### src/ccd_seq_pkg.sv
// constants, level codes and timing counts for the frame readout sequencer
// assumes a single 250 MHz core clock and gate drivers that take level codes
// Notes on behaviour
// - pulse overflow drain gate during exposure
// - hold overflow drain gate intermediate during readout
// - one image gate pulse moves one line
// - shift until the whole serial register empties
// - clear sweep: 165 image pulses, no shifting
// - gate rates: 1.5, 10 and 2 MHz
// - image and transfer pulses high 350 ns
// - transfer pulse rises not before image gate
// - transfer falls 350 ns after image fall
// - equal rises stretch fall gap to 700 ns
// - 70 ns before first ordinary shift pulse
// - image gate rises after last shift fall
package ccd_seq_pkg;

   // ***************************************************************
   // clock and geometry
   // ***************************************************************
   localparam int CLK_MHZ    = 250;
   localparam int NS_PER_US  = 1000;
   localparam int KHZ_PER_MHZ = 1000;
   localparam int LINES      = 165;
   localparam int DUMMY_PIX  = 6;
   localparam int IMAGE_PIX  = 192;
   localparam int DARK_PIX   = 12;
   localparam int LINE_PIX   = DUMMY_PIX + IMAGE_PIX + DARK_PIX;

   // ***************************************************************
   // timing, printed figures and derived cycle counts
   // ***************************************************************
   localparam int IMG_MAX_KHZ = 1500;
   localparam int SER_MAX_KHZ = 10000;
   localparam int DRN_MAX_KHZ = 2000;
   localparam int TW_NS       = 350;
   localparam int T3_EQ_NS    = 700;
   localparam int T4_NS       = 70;
   localparam int LINE_GAP_NS = 100;
   localparam int HALF_DIV    = 2 * KHZ_PER_MHZ;
   // least times round up
   localparam int IMG_HI_CYC  = (TW_NS * CLK_MHZ + NS_PER_US - 1) / NS_PER_US;
   localparam int XFER_TAIL_CYC = (T3_EQ_NS * CLK_MHZ + NS_PER_US - 1) / NS_PER_US;
   localparam int SETTLE_CYC  = (T4_NS * CLK_MHZ + NS_PER_US - 1) / NS_PER_US;
   localparam int GAP_CYC     = (LINE_GAP_NS * CLK_MHZ + NS_PER_US - 1) / NS_PER_US;
   localparam int IMG_HALF_CYC =
      (CLK_MHZ * KHZ_PER_MHZ * KHZ_PER_MHZ + HALF_DIV * IMG_MAX_KHZ - 1)
      / (HALF_DIV * IMG_MAX_KHZ);
   localparam int SER_HALF_CYC =
      (CLK_MHZ * KHZ_PER_MHZ * KHZ_PER_MHZ + HALF_DIV * SER_MAX_KHZ - 1)
      / (HALF_DIV * SER_MAX_KHZ);
   localparam int DRN_HALF_CYC =
      (CLK_MHZ * KHZ_PER_MHZ * KHZ_PER_MHZ + HALF_DIV * DRN_MAX_KHZ - 1)
      / (HALF_DIV * DRN_MAX_KHZ);
   // clear sweep low time keeps the image gate under its rate
   localparam int IMG_LO_CYC  = (IMG_HI_CYC > IMG_HALF_CYC) ? IMG_HI_CYC : IMG_HALF_CYC;
   localparam int IDLE_CYC    = 1;

   // ***************************************************************
   // level and pixel codes
   // ***************************************************************
   localparam logic [1:0] LVL_LOW    = 2'h0;
   localparam logic [1:0] LVL_MID    = 2'h1;
   localparam logic [1:0] LVL_HIGH   = 2'h2;
   localparam logic [1:0] KIND_DUMMY = 2'h0;
   localparam logic [1:0] KIND_IMAGE = 2'h1;
   localparam logic [1:0] KIND_DARK  = 2'h2;

endpackage

### src/phase_timer.sv
// down counter that times one sequencer phase
// assumes load comes from logic on the same clock
`timescale 1ns/1ps
`default_nettype none
module phase_timer
#(
   parameter int W = 16
)
(
   input  wire logic         CORE_CLK,
   input  wire logic         NRST,
   input  wire logic         ce,
   input  wire logic         load,
   input  wire logic [W-1:0] value,
   output logic              expired
);

   typedef struct packed {
      logic [W-1:0] cnt;
   } tmr_s;

   tmr_s r;
   tmr_s next_r;

   // ***************************************************************
   // count
   // ***************************************************************
   always_comb begin
      next_r = r;
      if (load) begin
         next_r.cnt = value - W'(1);
      end else if (r.cnt != '0) begin
         next_r.cnt = r.cnt - W'(1);
      end
   end

   always_ff @(posedge CORE_CLK or negedge NRST) begin
      if (!NRST) begin
         r <= '0;
      end else if (ce) begin
         r <= next_r;
      end
   end

   assign expired = (r.cnt == '0);
endmodule
`default_nettype wire

### src/ccd_frame_readout_sequencer.sv
// gate sequencer for a full-frame sensor: exposure burst, line transfer, shift out
// assumes START, CLEAR and settings come from logic on CORE_CLK; levels go to drivers
`timescale 1ns/1ps
`default_nettype none
module ccd_frame_readout_sequencer
   import ccd_seq_pkg::*;
#(
   parameter int PULSE_W = 16
)
(
   input  wire logic               CORE_CLK,
   input  wire logic               NRST,
   input  wire logic               CE,
   input  wire logic               START,
   input  wire logic               CLEAR,
   input  wire logic               DRAIN_ENABLE,
   input  wire logic [PULSE_W-1:0] EXPOSE_PULSES,
   output logic      [1:0]         IMAGE_LINE_GATE,
   output logic                    SERIAL_SHIFT_GATE,
   output logic      [1:0]         OVERFLOW_DRAIN_GATE,
   output logic                    SAMPLE,
   output logic      [1:0]         PIXEL_KIND,
   output logic                    LINE_START,
   output logic                    FRAME_START,
   output logic                    FRAME_DONE,
   output logic                    BUSY
);

   // ***************************************************************
   // state
   // ***************************************************************
   typedef enum logic [3:0] {
      IDLE, EXP_HI, EXP_LO, XFER_BOTH, XFER_TAIL, SETTLE, SHIFT_HI, SHIFT_LO, LINE_GAP
   } phase_e;

   typedef struct packed {
      phase_e             st;
      logic               clr;
      logic               drn_en;
      logic [PULSE_W-1:0] pulses;
      logic [7:0]         line;
      logic [7:0]         pix;
      logic [1:0]         img;
      logic               ser;
      logic [1:0]         drn;
      logic               sample;
      logic [1:0]         kind;
      logic               line_start;
      logic               frame_start;
      logic               frame_done;
      logic               busy;
   } seq_s;

   localparam seq_s RST_SEQ = '{st: IDLE, clr: 1'b0, drn_en: 1'b0, pulses: '0,
      line: 8'h00, pix: 8'h00, img: LVL_LOW, ser: 1'b0, drn: LVL_MID, sample: 1'b0,
      kind: KIND_DUMMY, line_start: 1'b0, frame_start: 1'b0, frame_done: 1'b0,
      busy: 1'b0};

   seq_s        r;
   seq_s        next_r;
   logic        tload;
   logic [15:0] tval;
   logic        texp;
   logic        eol;

   function automatic logic [15:0] phase_len(input phase_e p, input logic clr);
      logic [15:0] n;
      n = 16'(IDLE_CYC);
      unique case (p)
         IDLE:      n = 16'(IDLE_CYC);
         EXP_HI:    n = 16'(DRN_HALF_CYC);
         EXP_LO:    n = 16'(DRN_HALF_CYC);
         XFER_BOTH: n = 16'(IMG_HI_CYC);
         XFER_TAIL: n = 16'(XFER_TAIL_CYC);
         SETTLE:    n = 16'(SETTLE_CYC);
         SHIFT_HI:  n = 16'(SER_HALF_CYC);
         SHIFT_LO:  n = 16'(SER_HALF_CYC);
         LINE_GAP:  n = clr ? 16'(IMG_LO_CYC) : 16'(GAP_CYC);
      endcase
      return n;
   endfunction

   function automatic logic [1:0] pix_kind(input logic [7:0] pix);
      logic [1:0] k;
      k = KIND_DARK;
      if (pix < 8'(DUMMY_PIX)) begin
         k = KIND_DUMMY;
      end else if (pix < 8'(DUMMY_PIX + IMAGE_PIX)) begin
         k = KIND_IMAGE;
      end
      return k;
   endfunction

   phase_timer #(
      .W (16)
   ) u_timer (
      .CORE_CLK (CORE_CLK),
      .NRST     (NRST),
      .ce       (CE),
      .load     (tload),
      .value    (tval),
      .expired  (texp)
   );

   // ***************************************************************
   // sequencing
   // ***************************************************************
   always_comb begin
      next_r = r;
      eol = 1'b0;
      next_r.sample = 1'b0;
      next_r.frame_start = 1'b0;
      next_r.frame_done = 1'b0;
      unique case (r.st)
         IDLE: begin
            // start wins over clear when both arrive together
            if (START) begin
               next_r.clr = 1'b0;
               next_r.drn_en = DRAIN_ENABLE;
               next_r.pulses = EXPOSE_PULSES;
               next_r.line = 8'h00;
               next_r.frame_start = 1'b1;
               next_r.st = (EXPOSE_PULSES == '0) ? XFER_BOTH : EXP_HI;
            end else if (CLEAR) begin
               next_r.clr = 1'b1;
               next_r.line = 8'h00;
               next_r.frame_start = 1'b1;
               next_r.st = XFER_BOTH;
            end
         end
         EXP_HI: begin
            if (texp) begin
               next_r.st = EXP_LO;
            end
         end
         EXP_LO: begin
            if (texp) begin
               next_r.pulses = r.pulses - PULSE_W'(1);
               next_r.st = (r.pulses == PULSE_W'(1)) ? XFER_BOTH : EXP_HI;
            end
         end
         XFER_BOTH: begin
            if (texp) begin
               if (r.clr) begin
                  eol = 1'b1;
               end else begin
                  next_r.st = XFER_TAIL;
               end
            end
         end
         XFER_TAIL: begin
            if (texp) begin
               next_r.st = SETTLE;
            end
         end
         SETTLE: begin
            if (texp) begin
               next_r.pix = 8'h00;
               next_r.st = SHIFT_HI;
            end
         end
         SHIFT_HI: begin
            if (texp) begin
               next_r.sample = 1'b1;
               next_r.kind = pix_kind(r.pix);
               next_r.st = SHIFT_LO;
            end
         end
         SHIFT_LO: begin
            if (texp) begin
               // the dummy packets must reach the amplifier too
               if (r.pix == 8'(LINE_PIX - 1)) begin
                  eol = 1'b1;
               end else begin
                  next_r.pix = r.pix + 8'h01;
                  next_r.st = SHIFT_HI;
               end
            end
         end
         LINE_GAP: begin
            if (texp) begin
               next_r.st = XFER_BOTH;
            end
         end
      endcase
      if (eol) begin
         if (r.line == 8'(LINES - 1)) begin
            next_r.frame_done = 1'b1;
            next_r.st = IDLE;
         end else begin
            next_r.line = r.line + 8'h01;
            next_r.st = LINE_GAP;
         end
      end
      next_r.line_start = (next_r.st == XFER_BOTH) && (r.st != XFER_BOTH);

      // levels follow the coming phase so the pins come from flops
      next_r.img = LVL_LOW;
      next_r.ser = 1'b0;
      next_r.drn = LVL_MID;
      unique case (next_r.st)
         EXP_HI:    next_r.drn = next_r.drn_en ? LVL_HIGH : LVL_MID;
         EXP_LO:    next_r.drn = next_r.drn_en ? LVL_LOW : LVL_MID;
         XFER_BOTH: begin
            next_r.img = LVL_HIGH;
            next_r.ser = !next_r.clr;
         end
         XFER_TAIL: next_r.ser = 1'b1;
         SHIFT_HI:  next_r.ser = 1'b1;
         IDLE, SETTLE, SHIFT_LO, LINE_GAP: begin
         end
      endcase
      next_r.busy = (next_r.st != IDLE);
      tload = (next_r.st != r.st);
      tval = phase_len(next_r.st, next_r.clr);
   end

   always_ff @(posedge CORE_CLK or negedge NRST) begin
      if (!NRST) begin
         r <= RST_SEQ;
      end else if (CE) begin
         r <= next_r;
      end
   end

   assign IMAGE_LINE_GATE = r.img;
   assign SERIAL_SHIFT_GATE = r.ser;
   assign OVERFLOW_DRAIN_GATE = r.drn;
   assign SAMPLE = r.sample;
   assign PIXEL_KIND = r.kind;
   assign LINE_START = r.line_start;
   assign FRAME_START = r.frame_start;
   assign FRAME_DONE = r.frame_done;
   assign BUSY = r.busy;

   // ***************************************************************
   // checks
   // ***************************************************************
   logic        img_hi;
   logic        ser_hi;
   logic        drn_hi;
   logic [15:0] img_hi_cnt;
   logic [15:0] img_lo_cnt;
   logic [15:0] ser_hi_cnt;
   logic [15:0] ser_lo_cnt;
   logic [15:0] drn_hi_cnt;
   logic [15:0] samp_cnt;
   logic [15:0] line_cnt;
   logic [15:0] drn_rises;
   logic [PULSE_W-1:0] req;

   assign img_hi = (IMAGE_LINE_GATE == LVL_HIGH);
   assign ser_hi = SERIAL_SHIFT_GATE;
   assign drn_hi = (OVERFLOW_DRAIN_GATE == LVL_HIGH);

   function automatic logic [15:0] sat_inc(input logic [15:0] v);
      return (v == 16'hFFFF) ? v : v + 16'h0001;
   endfunction

   // counters see only enabled cycles, like the sequencer itself
   always_ff @(posedge CORE_CLK or negedge NRST) begin
      if (!NRST) begin
         img_hi_cnt <= 16'h0000;
         // reset counts as a long low time: a pulse right after it is legal
         img_lo_cnt <= 16'hFFFF;
         ser_hi_cnt <= 16'h0000;
         ser_lo_cnt <= 16'hFFFF;
         drn_hi_cnt <= 16'h0000;
         samp_cnt <= 16'h0000;
         line_cnt <= 16'h0000;
         drn_rises <= 16'h0000;
         req <= '0;
      end else if (CE) begin
         img_hi_cnt <= img_hi ? sat_inc(img_hi_cnt) : 16'h0000;
         img_lo_cnt <= img_hi ? 16'h0000 : sat_inc(img_lo_cnt);
         ser_hi_cnt <= ser_hi ? sat_inc(ser_hi_cnt) : 16'h0000;
         ser_lo_cnt <= ser_hi ? 16'h0000 : sat_inc(ser_lo_cnt);
         drn_hi_cnt <= drn_hi ? sat_inc(drn_hi_cnt) : 16'h0000;
         samp_cnt <= LINE_START ? 16'h0000 : samp_cnt + 16'(SAMPLE);
         line_cnt <= FRAME_START ? 16'(LINE_START) : line_cnt + 16'(LINE_START);
         drn_rises <= FRAME_START ? 16'(drn_hi && drn_hi_cnt == 16'h0000)
            : drn_rises + 16'(drn_hi && drn_hi_cnt == 16'h0000);
         if (START && r.st == IDLE) begin
            req <= EXPOSE_PULSES;
         end
      end
   end
endmodule
`default_nettype wire

### config.mk
export PLATFORM = sky130hd
export DESIGN_NAME = ccd_frame_readout_sequencer
export DESIGN_NICKNAME = d
export VERILOG_FILES = /design/src/ccd_seq_pkg.sv /design/src/phase_timer.sv /design/src/ccd_frame_readout_sequencer.sv
export SDC_FILE = /design/constraint.sdc
export NUM_CORES = 1
export LEC_CHECK = 0
export ABC_AREA = 1
export BUFFER_PORTS_ARGS = -buffer_cell sky130_fd_sc_hd__buf_2
export CORE_MARGIN = 2
export CORE_UTILIZATION = 40
export DETAILED_ROUTE_END_ITERATION = 7
export GPL_TIMING_DRIVEN = 0
export SLEW_MARGIN = 20
export SYNTH_ARGS = -nofsm -noshare
export SYNTH_HDL_FRONTEND = slang
export SYNTH_HIERARCHICAL = 1
export SYNTH_SLANG_ARGS = --single-unit
### constraint.sdc
create_clock -name CORE_CLK -period 5.4 [get_ports CORE_CLK]
set_input_delay 0.81 -clock CORE_CLK [delete_from_list [all_inputs] [get_ports CORE_CLK]]
set_output_delay 0.81 -clock CORE_CLK [all_outputs]
set_load 0.02 [all_outputs]
==> flow_metrics.py, run 1 <==
metrics = {
    "global_route": {
        "grt_usage": 0.196,
        "grt_pass1_vias": 4328,
        "grt_max_degree": 40,
        "gr-total-overflow": 0,
        "antenna_found_initial": 0,
        "grt_pass1_wl_um": 20700,
    },
    "synthesis": {
        "syn_inst": 727,
        "synth_edf_count": 0,
        "synth_compound_area_frac": 0.146,
        "syn_area_mm2": 0.00492,
        "yosys_register_bits": 65,
        "yosys.area_share.xor_xnor": 0.0213,
        "yosys_most_used_dff": "dfrtp_1",
        "ys_async_sr_fraction": 1.00,
        "yosysSeqAreaShare": 0.331,
        "synth_top_family_by_area": "simple AND/OR/NAND/NOR gates",
        "synth_area_per_cell_um2": 6.77,
        "synth-simple-area-share": 0.374,
        "synth_fa_ha_area_frac": 0.0178,
        "ys_types": 48,
        "synth_warnings": 6,
        "synthMuxAreaShare": 0,
    },
    "cts": {
        "clock-root-buffer": "clkbuf_16",
        "cts_tree": "built",
        "clkTransAtPathRegs_ns": 0.05,
        "cts-hold-fix-buffers": 0,
        "cts_buffer_depth": 2,
        "cts_max_level": 3,
        "post_cts_buffers": 0,
        "clock_latency_ns": 0.34,
        "cts_resized": 0,
        "cts_inserted_buffers": 9,
        "numClockSinks": 65,
    },
    "floorplanning": {
        "ioPinCount": 34,
        "die_x_um": 115,
        "fp.dieH_um": 115,
        "fp-row-count": 40,
        "fp.coreArea_mm2": 0.0120,
        "initial_core_util": 0.410,
        "die_area_mm2": 0.0132,
    },
    "setup_path": {
        "end_kind": "register",
        "worstRegToRegCells": 22,
        "crit_slowest_cell": "dfrtp_1",
        "worstPathMaxFanout": 10,
        "path_buf_inv": 6,
        "path_class": "register to register",
        "start_kind": "register",
        "crit_required_ns": 5.62,
        "cp_top_family": "simple AND/OR/NAND/NOR gates",
        "worstPathArrival_ns": 4.26,
        "cp.depth": 22,
        "max_stage_delay_ns": 0.39,
        "crit_chain": "nor2_1 -> nand2_1 -> nor4_1 -> buf_2 -> inv_1 -> nor2_4 -> nand3b_4 -> inv_1 -> o21ai_0 -> o2111ai_1 -> buf_6 -> buf_12 -> nand2_2 -> o21ai_4 -> ha_1 -> nand3_1 -> nor2_4 -> inv_2 -> o21ai_0 -> nand2_1 -> nand2_1 -> o21ai_1",
        "worst_path_most_repeated_cell": "nand2_1",
    },
    "placement": {
        "io_buffers": 32,
        "place_inst": 917,
        "place_congestion": 0.888,
        "hpwl_um": 9220,
        "dp_slack_ns": 1.42,
    },
    "run": {
        "cap_viol_max_count": 0,
    },
    "power_and_ir_drop": {
        "p_per_area_mw_per_mm2": 603,
        "p_total_w": 0.00339,
        "vdd_drop_max_uv": 318,
        "leakage_nw": 2.86,
    },
    "sta": {
        "slew_viol_final": 0,
        "fin_crit_sh": 0.749,
        "setup_viol": 0,
        "rsz0062_at_grt": "no",
        "worst_pin_slew_ns": 0.586,
        "min_period_ns": 4.04,
        "whs_ns": 0.388,
        "timing.final.ws_setup_ns": 1.36,
        "finalClockSkew_ns": 0.00692,
        "fmax_mhz": 247,
        "hold_viol": 0,
        "max_slew_margin": 0.610,
        "tns_ns": 0,
    },
    "layout": {
        "n_antenna_cell": 0,
        "nNetsFinal": 810,
        "fillCellCount": 1233,
        "area_delta_synth_final_pct": 14.1,
        "drive_gt1_frac": 0.163,
        "final_cells": 933,
    },
    "min_path": {
        "min_path_type": "primary input to asynchronous set/reset pin",
    },
    "route": {
        "wl_per_cell_um": 12.9,
        "first_iter_violations": 204,
        "drtPass1Iterations": 5,
        "via_per_inst": 5.06,
        "drc": 0,
        "vias": 4717,
        "antenna_left": 0,
        "wl_um": 12000,
    },
    "status": {
        "status": "complete, no violations",
    },
}
-- layout make-up --
type	count	area (um2)	share of cell area
Timing Repair Buffer	33	183	0.0325
Multi-Input combinational cell	555	2800	0.497
Sequential cell	65	1630	0.290
Clock buffer	13	250	0.0445
Tap cell	147	184	0.0327
Clock inverter	3	40.0	0.00713
Inverter	94	355	0.0632
Buffer	23	184	0.0327
-- final timing paths --
check                           slack (ns)                      to          start
worst min register to register        0.49             FRAME_START    FRAME_START
worst max-delay path                  1.36            u_timer/r[8]  u_timer/r[12]
max in group asynchronous             4.42  OVERFLOW_DRAIN_GATE[0]           NRST
worst min-delay path                  0.39                   r[32]           NRST
min in group CORE_CLK                 0.49             FRAME_START    FRAME_START
worst max register to register        1.36            u_timer/r[8]  u_timer/r[12]
-- Yosys cell counts, drive strengths merged (2+ instances only) --
| cell | n | share of area |
|---|---|---|
| nand2 | 234 | 0.19 |
| inv | 94 | 0.072 |
| nor2 | 86 | 0.081 |
| dfrtp | 64 | 0.33 |
| o21ai | 62 | 0.071 |
| nand3 | 54 | 0.057 |
| a21oi | 30 | 0.034 |
| buf | 19 | 0.034 |
| nor3 | 12 | 0.013 |
| a22oi | 10 | 0.015 |
| nand4 | 10 | 0.013 |
| xor2 | 10 | 0.018 |
| ha | 7 | 0.018 |
| a31oi | 4 | 0.0051 |
| clkbuf | 4 | 0.0030 |
| nor4 | 4 | 0.0051 |
| nand3b | 3 | 0.0097 |
| o21a | 3 | 0.0046 |
| o22ai | 3 | 0.0038 |
| o31ai | 2 | 0.0030 |
| xnor2 | 2 | 0.0036 |
-- layout by cell type (no fill, tap or decap), drive strengths merged --
| cell type | Yosys | routed |
|---|---|---|
| inv | 94 | 94 |
| clkbuf | 4 | 17 |
| bufinv | 0 | 1 |
| nand3 | 54 | 54 |
| nor4 | 4 | 4 |
| nand3b | 3 | 3 |
| o21ai | 62 | 62 |
| o2111ai | 1 | 1 |
| dfstp | 1 | 1 |
| a22oi | 10 | 10 |
| buf | 19 | 52 |
| a31oi | 4 | 4 |
| xnor2 | 2 | 2 |
| clkinv | 0 | 2 |
| ha | 7 | 7 |
| a31o | 1 | 1 |
| a32oi | 1 | 1 |
| o311ai | 1 | 1 |
| o211ai | 1 | 1 |
| o22ai | 3 | 3 |
| nand4 | 10 | 10 |
| a21oi | 30 | 30 |
| conb | 1 | 11 |
| and3b | 1 | 1 |
| xor2 | 10 | 10 |
| or2 | 1 | 1 |
| nor2 | 86 | 86 |
| o21a | 3 | 3 |
| nand2 | 234 | 234 |
| dfrtp | 64 | 64 |
| a211oi | 1 | 1 |
| o31ai | 2 | 2 |
| nor3 | 12 | 12 |
-- stage by stage --
| step | instance area, um2 | utilization |
|---|---|---|
| 3_5_place_dp | 5330 | 0.444 |
| 3_3_place_gp | 5310 | 0.442 |
| 2_1_floorplan | 4960 | - |
| 5_1_grt | 5620 | 0.468 |
| 6_report | 5620 | 0.468 |
| 4_1_cts | 5620 | 0.468 |
-- state kept, by name, indices dropped and copies added (netlist names) --
register and count:
IMAGE_LINE_GATE 1, BUSY 1, r 38, OVERFLOW_DRAIN_GATE 2, u_timer/r 16, PIXEL_KIND 2, FRAME_START 1, LINE_START 1
FRAME_DONE 1, SERIAL_SHIFT_GATE 1, SAMPLE 1
-- layer usage --
metal,vias up,wire [um],GRT usage
met2,89,5370,0.308
met4,0,309,0.0851
met3,25,494,0.0337
met1,2153,5860,0.268
li1,2450,-,-
met5,-,0,0
-- where the power goes --
part | switching [W] | internal (W)
logic | 0.00134 | 0.000693
registers | 0.000122 | 0.000652
clock network | 0.000217 | 0.000369
-- kinds of logic after synthesis --
| family | count (synthesis) |
|---|---|
| AND/OR/NAND/NOR | 405 |
| other | 1 |
| flip-flops | 65 |
| buffers and inverters | 117 |
| adder cells (fa/ha/maj) | 7 |
| AO/OA/AOI/OAI | 120 |
| XOR/XNOR | 12 |
-- worst reg2reg max path, stage by stage (launching register included) --
cell       delay (ns)
dfrtp_1          0.39
nor2_1           0.16
nand2_1          0.12
nor4_1           0.31
buf_2            0.28
inv_1            0.14
nor2_4           0.20
nand3b_4         0.15
inv_1            0.23
o21ai_0          0.12
o2111ai_1        0.20
buf_6            0.23
buf_12           0.14
nand2_2          0.07
o21ai_4          0.10
ha_1             0.24
nand3_1          0.19
nor2_4           0.20
inv_2            0.07
o21ai_0          0.17
nand2_1          0.08
nand2_1          0.06
o21ai_1          0.06
No activity file was read; power rests on OpenSTA's default activity.
==> run 2: changes to the inputs <==
clock period = 4.15 ns   (was 5.4 ns; I/O delays follow)
==> flow_metrics.py, run 2 (synthesis gave the netlist of run 1 again) <==
metrics = {
    "status": {
        "status": "complete, no violations",
    },
    "setup_path": {
        "cp_top_family": "simple AND/OR/NAND/NOR gates",
        "worstPathArrival_ns": 3.97,
        "worstPathMaxFanout": 10,
        "path_buf_inv": 5,
        "max_stage_delay_ns": 0.39,
        "crit_slowest_cell": "dfrtp_1",
        "worst_path_most_repeated_cell": "nand2_1",
        "path_class": "register to register",
        "end_kind": "register",
        "start_kind": "register",
        "crit_required_ns": 4.37,
    },
    "route": {
        "drc": 0,
        "drtPass1Iterations": 4,
        "antenna_left": 0,
        "wl_um": 12100,
        "vias": 4748,
        "first_iter_violations": 191,
        "via_per_inst": 5.06,
        "wl_per_cell_um": 12.9,
    },
    "power_and_ir_drop": {
        "vdd_drop_max_uv": 413,
        "p_total_w": 0.00448,
        "leakage_nw": 2.89,
        "p_per_area_mw_per_mm2": 788,
    },
    "global_route": {
        "grt_pass1_vias": 4328,
        "antenna_found_initial": 0,
        "grt_pass1_wl_um": 20700,
        "grt_max_degree": 40,
        "gr-total-overflow": 0,
        "grt_usage": 0.196,
    },
    "sta": {
        "setup_viol": 0,
        "finalClockSkew_ns": 0.00656,
        "fin_crit_sh": 0.904,
        "tns_ns": 0,
        "slew_viol_final": 0,
        "max_slew_margin": 0.619,
        "hold_viol": 0,
        "worst_pin_slew_ns": 0.572,
        "fmax_mhz": 267,
        "min_period_ns": 3.75,
        "rsz0062_at_grt": "no",
    },
    "layout": {
        "drive_gt1_frac": 0.173,
        "largestRegisters": "r x38, u_timer/r x16",
        "area_delta_synth_final_pct": 15.3,
        "layout_common_cells": "nand2_1, inv_1, nor2_1",
        "top_register": "r",
        "n_antenna_cell": 0,
        "largest_reg_flops": 38,
        "nNetsFinal": 815,
        "mostFrequentLayoutCell": "nand2_1",
    },
    "run": {
        "cap_viol_max_count": 0,
    },
    "cts": {
        "cts-hold-fix-buffers": 0,
        "cts_tree": "built",
        "clock-root-buffer": "clkbuf_16",
        "cts_max_level": 3,
        "numClockSinks": 65,
        "cts_inserted_buffers": 9,
        "cts_buffer_depth": 2,
        "clock_latency_ns": 0.34,
        "clkTransAtPathRegs_ns": 0.05,
    },
    "placement": {
        "hpwl_um": 9220,
        "place_congestion": 0.888,
        "io_buffers": 32,
    },
    "floorplanning": {
        "fp-row-count": 40,
        "initial_core_util": 0.410,
        "ioPinCount": 34,
        "die_x_um": 115,
        "fp.dieH_um": 115,
        "fp.coreArea_mm2": 0.0120,
        "die_area_mm2": 0.0132,
    },
    "min_path": {
        "min_path_type": "primary input to asynchronous set/reset pin",
    },
}
==> run 2: cell count changes in the layout (fill, tap and decap cells not counted), sizes merged <==
| cell | before | now |
|---|---|---|
| buf | 52 | 57 |
==> run 2: routing by layer <==
layer	vias to the layer above	part of all wire	global-route usage	wire length (um)
met1	2188	0.49	0.268	5890
met5	-	0	0	0
met3	24	0.034	0.0337	413
met4	0	0.025	0.0851	307
li1	2459	-	-	-
met2	77	0.45	0.308	5480
==> run 2: final cells by class <==
cell class                      instances  area, um2
Buffer                                 23        186
Clock buffer                           13        250
Clock inverter                          3       40.0
Fill cell                            1229       6330
Inverter                               94        355
Multi-Input combinational cell        555       2820
Sequential cell                        65       1630
Tap cell                              147        184
Timing Repair Buffer                   38        220
==> run 2: timing repair <==
action | CTS | global route
buffers inserted | 0 | 5
gates resized for setup | 0 | 6
setup endpoints to repair | 0 | 6
==> run 2: power by group <==
group          switching, W  internal, W  leakage, nW
Clock              0.000282     0.000480        0.144
Combinational       0.00176     0.000944         1.94
Sequential         0.000158     0.000848        0.803
==> run 2: worst paths after layout <==
check                                              end  slack, ns  cells past startpoint     startpoint
worst min register to register             FRAME_START       0.49                      2    FRAME_START
worst min-delay path                             r[31]       0.20                      1           NRST
worst max-delay path                      u_timer/r[8]       0.40                     27  u_timer/r[12]
min in group CORE_CLK                      FRAME_START       0.49                      2    FRAME_START
worst max register to register            u_timer/r[8]       0.40                     27  u_timer/r[12]
max in group asynchronous       OVERFLOW_DRAIN_GATE[0]       3.36                      2           NRST
==> run 2: through the flow <==
step | cells | setup WS (ns) | hold WS, ns | util | area [um2]
3_3_place_gp | 916 | 0.173 | 0.471 | 0.442 | 5310
3_5_place_dp | 917 | 0.165 | 0.479 | 0.444 | 5330
4_1_cts | 933 | 0.107 | 0.205 | 0.468 | 5620
5_1_grt | 938 | 0.0481 | 0.230 | 0.473 | 5680
6_report | 938 | 0.400 | 0.201 | 0.473 | 5680
2_1_floorplan | 737 | 0.864 | 0.327 | - | 4960
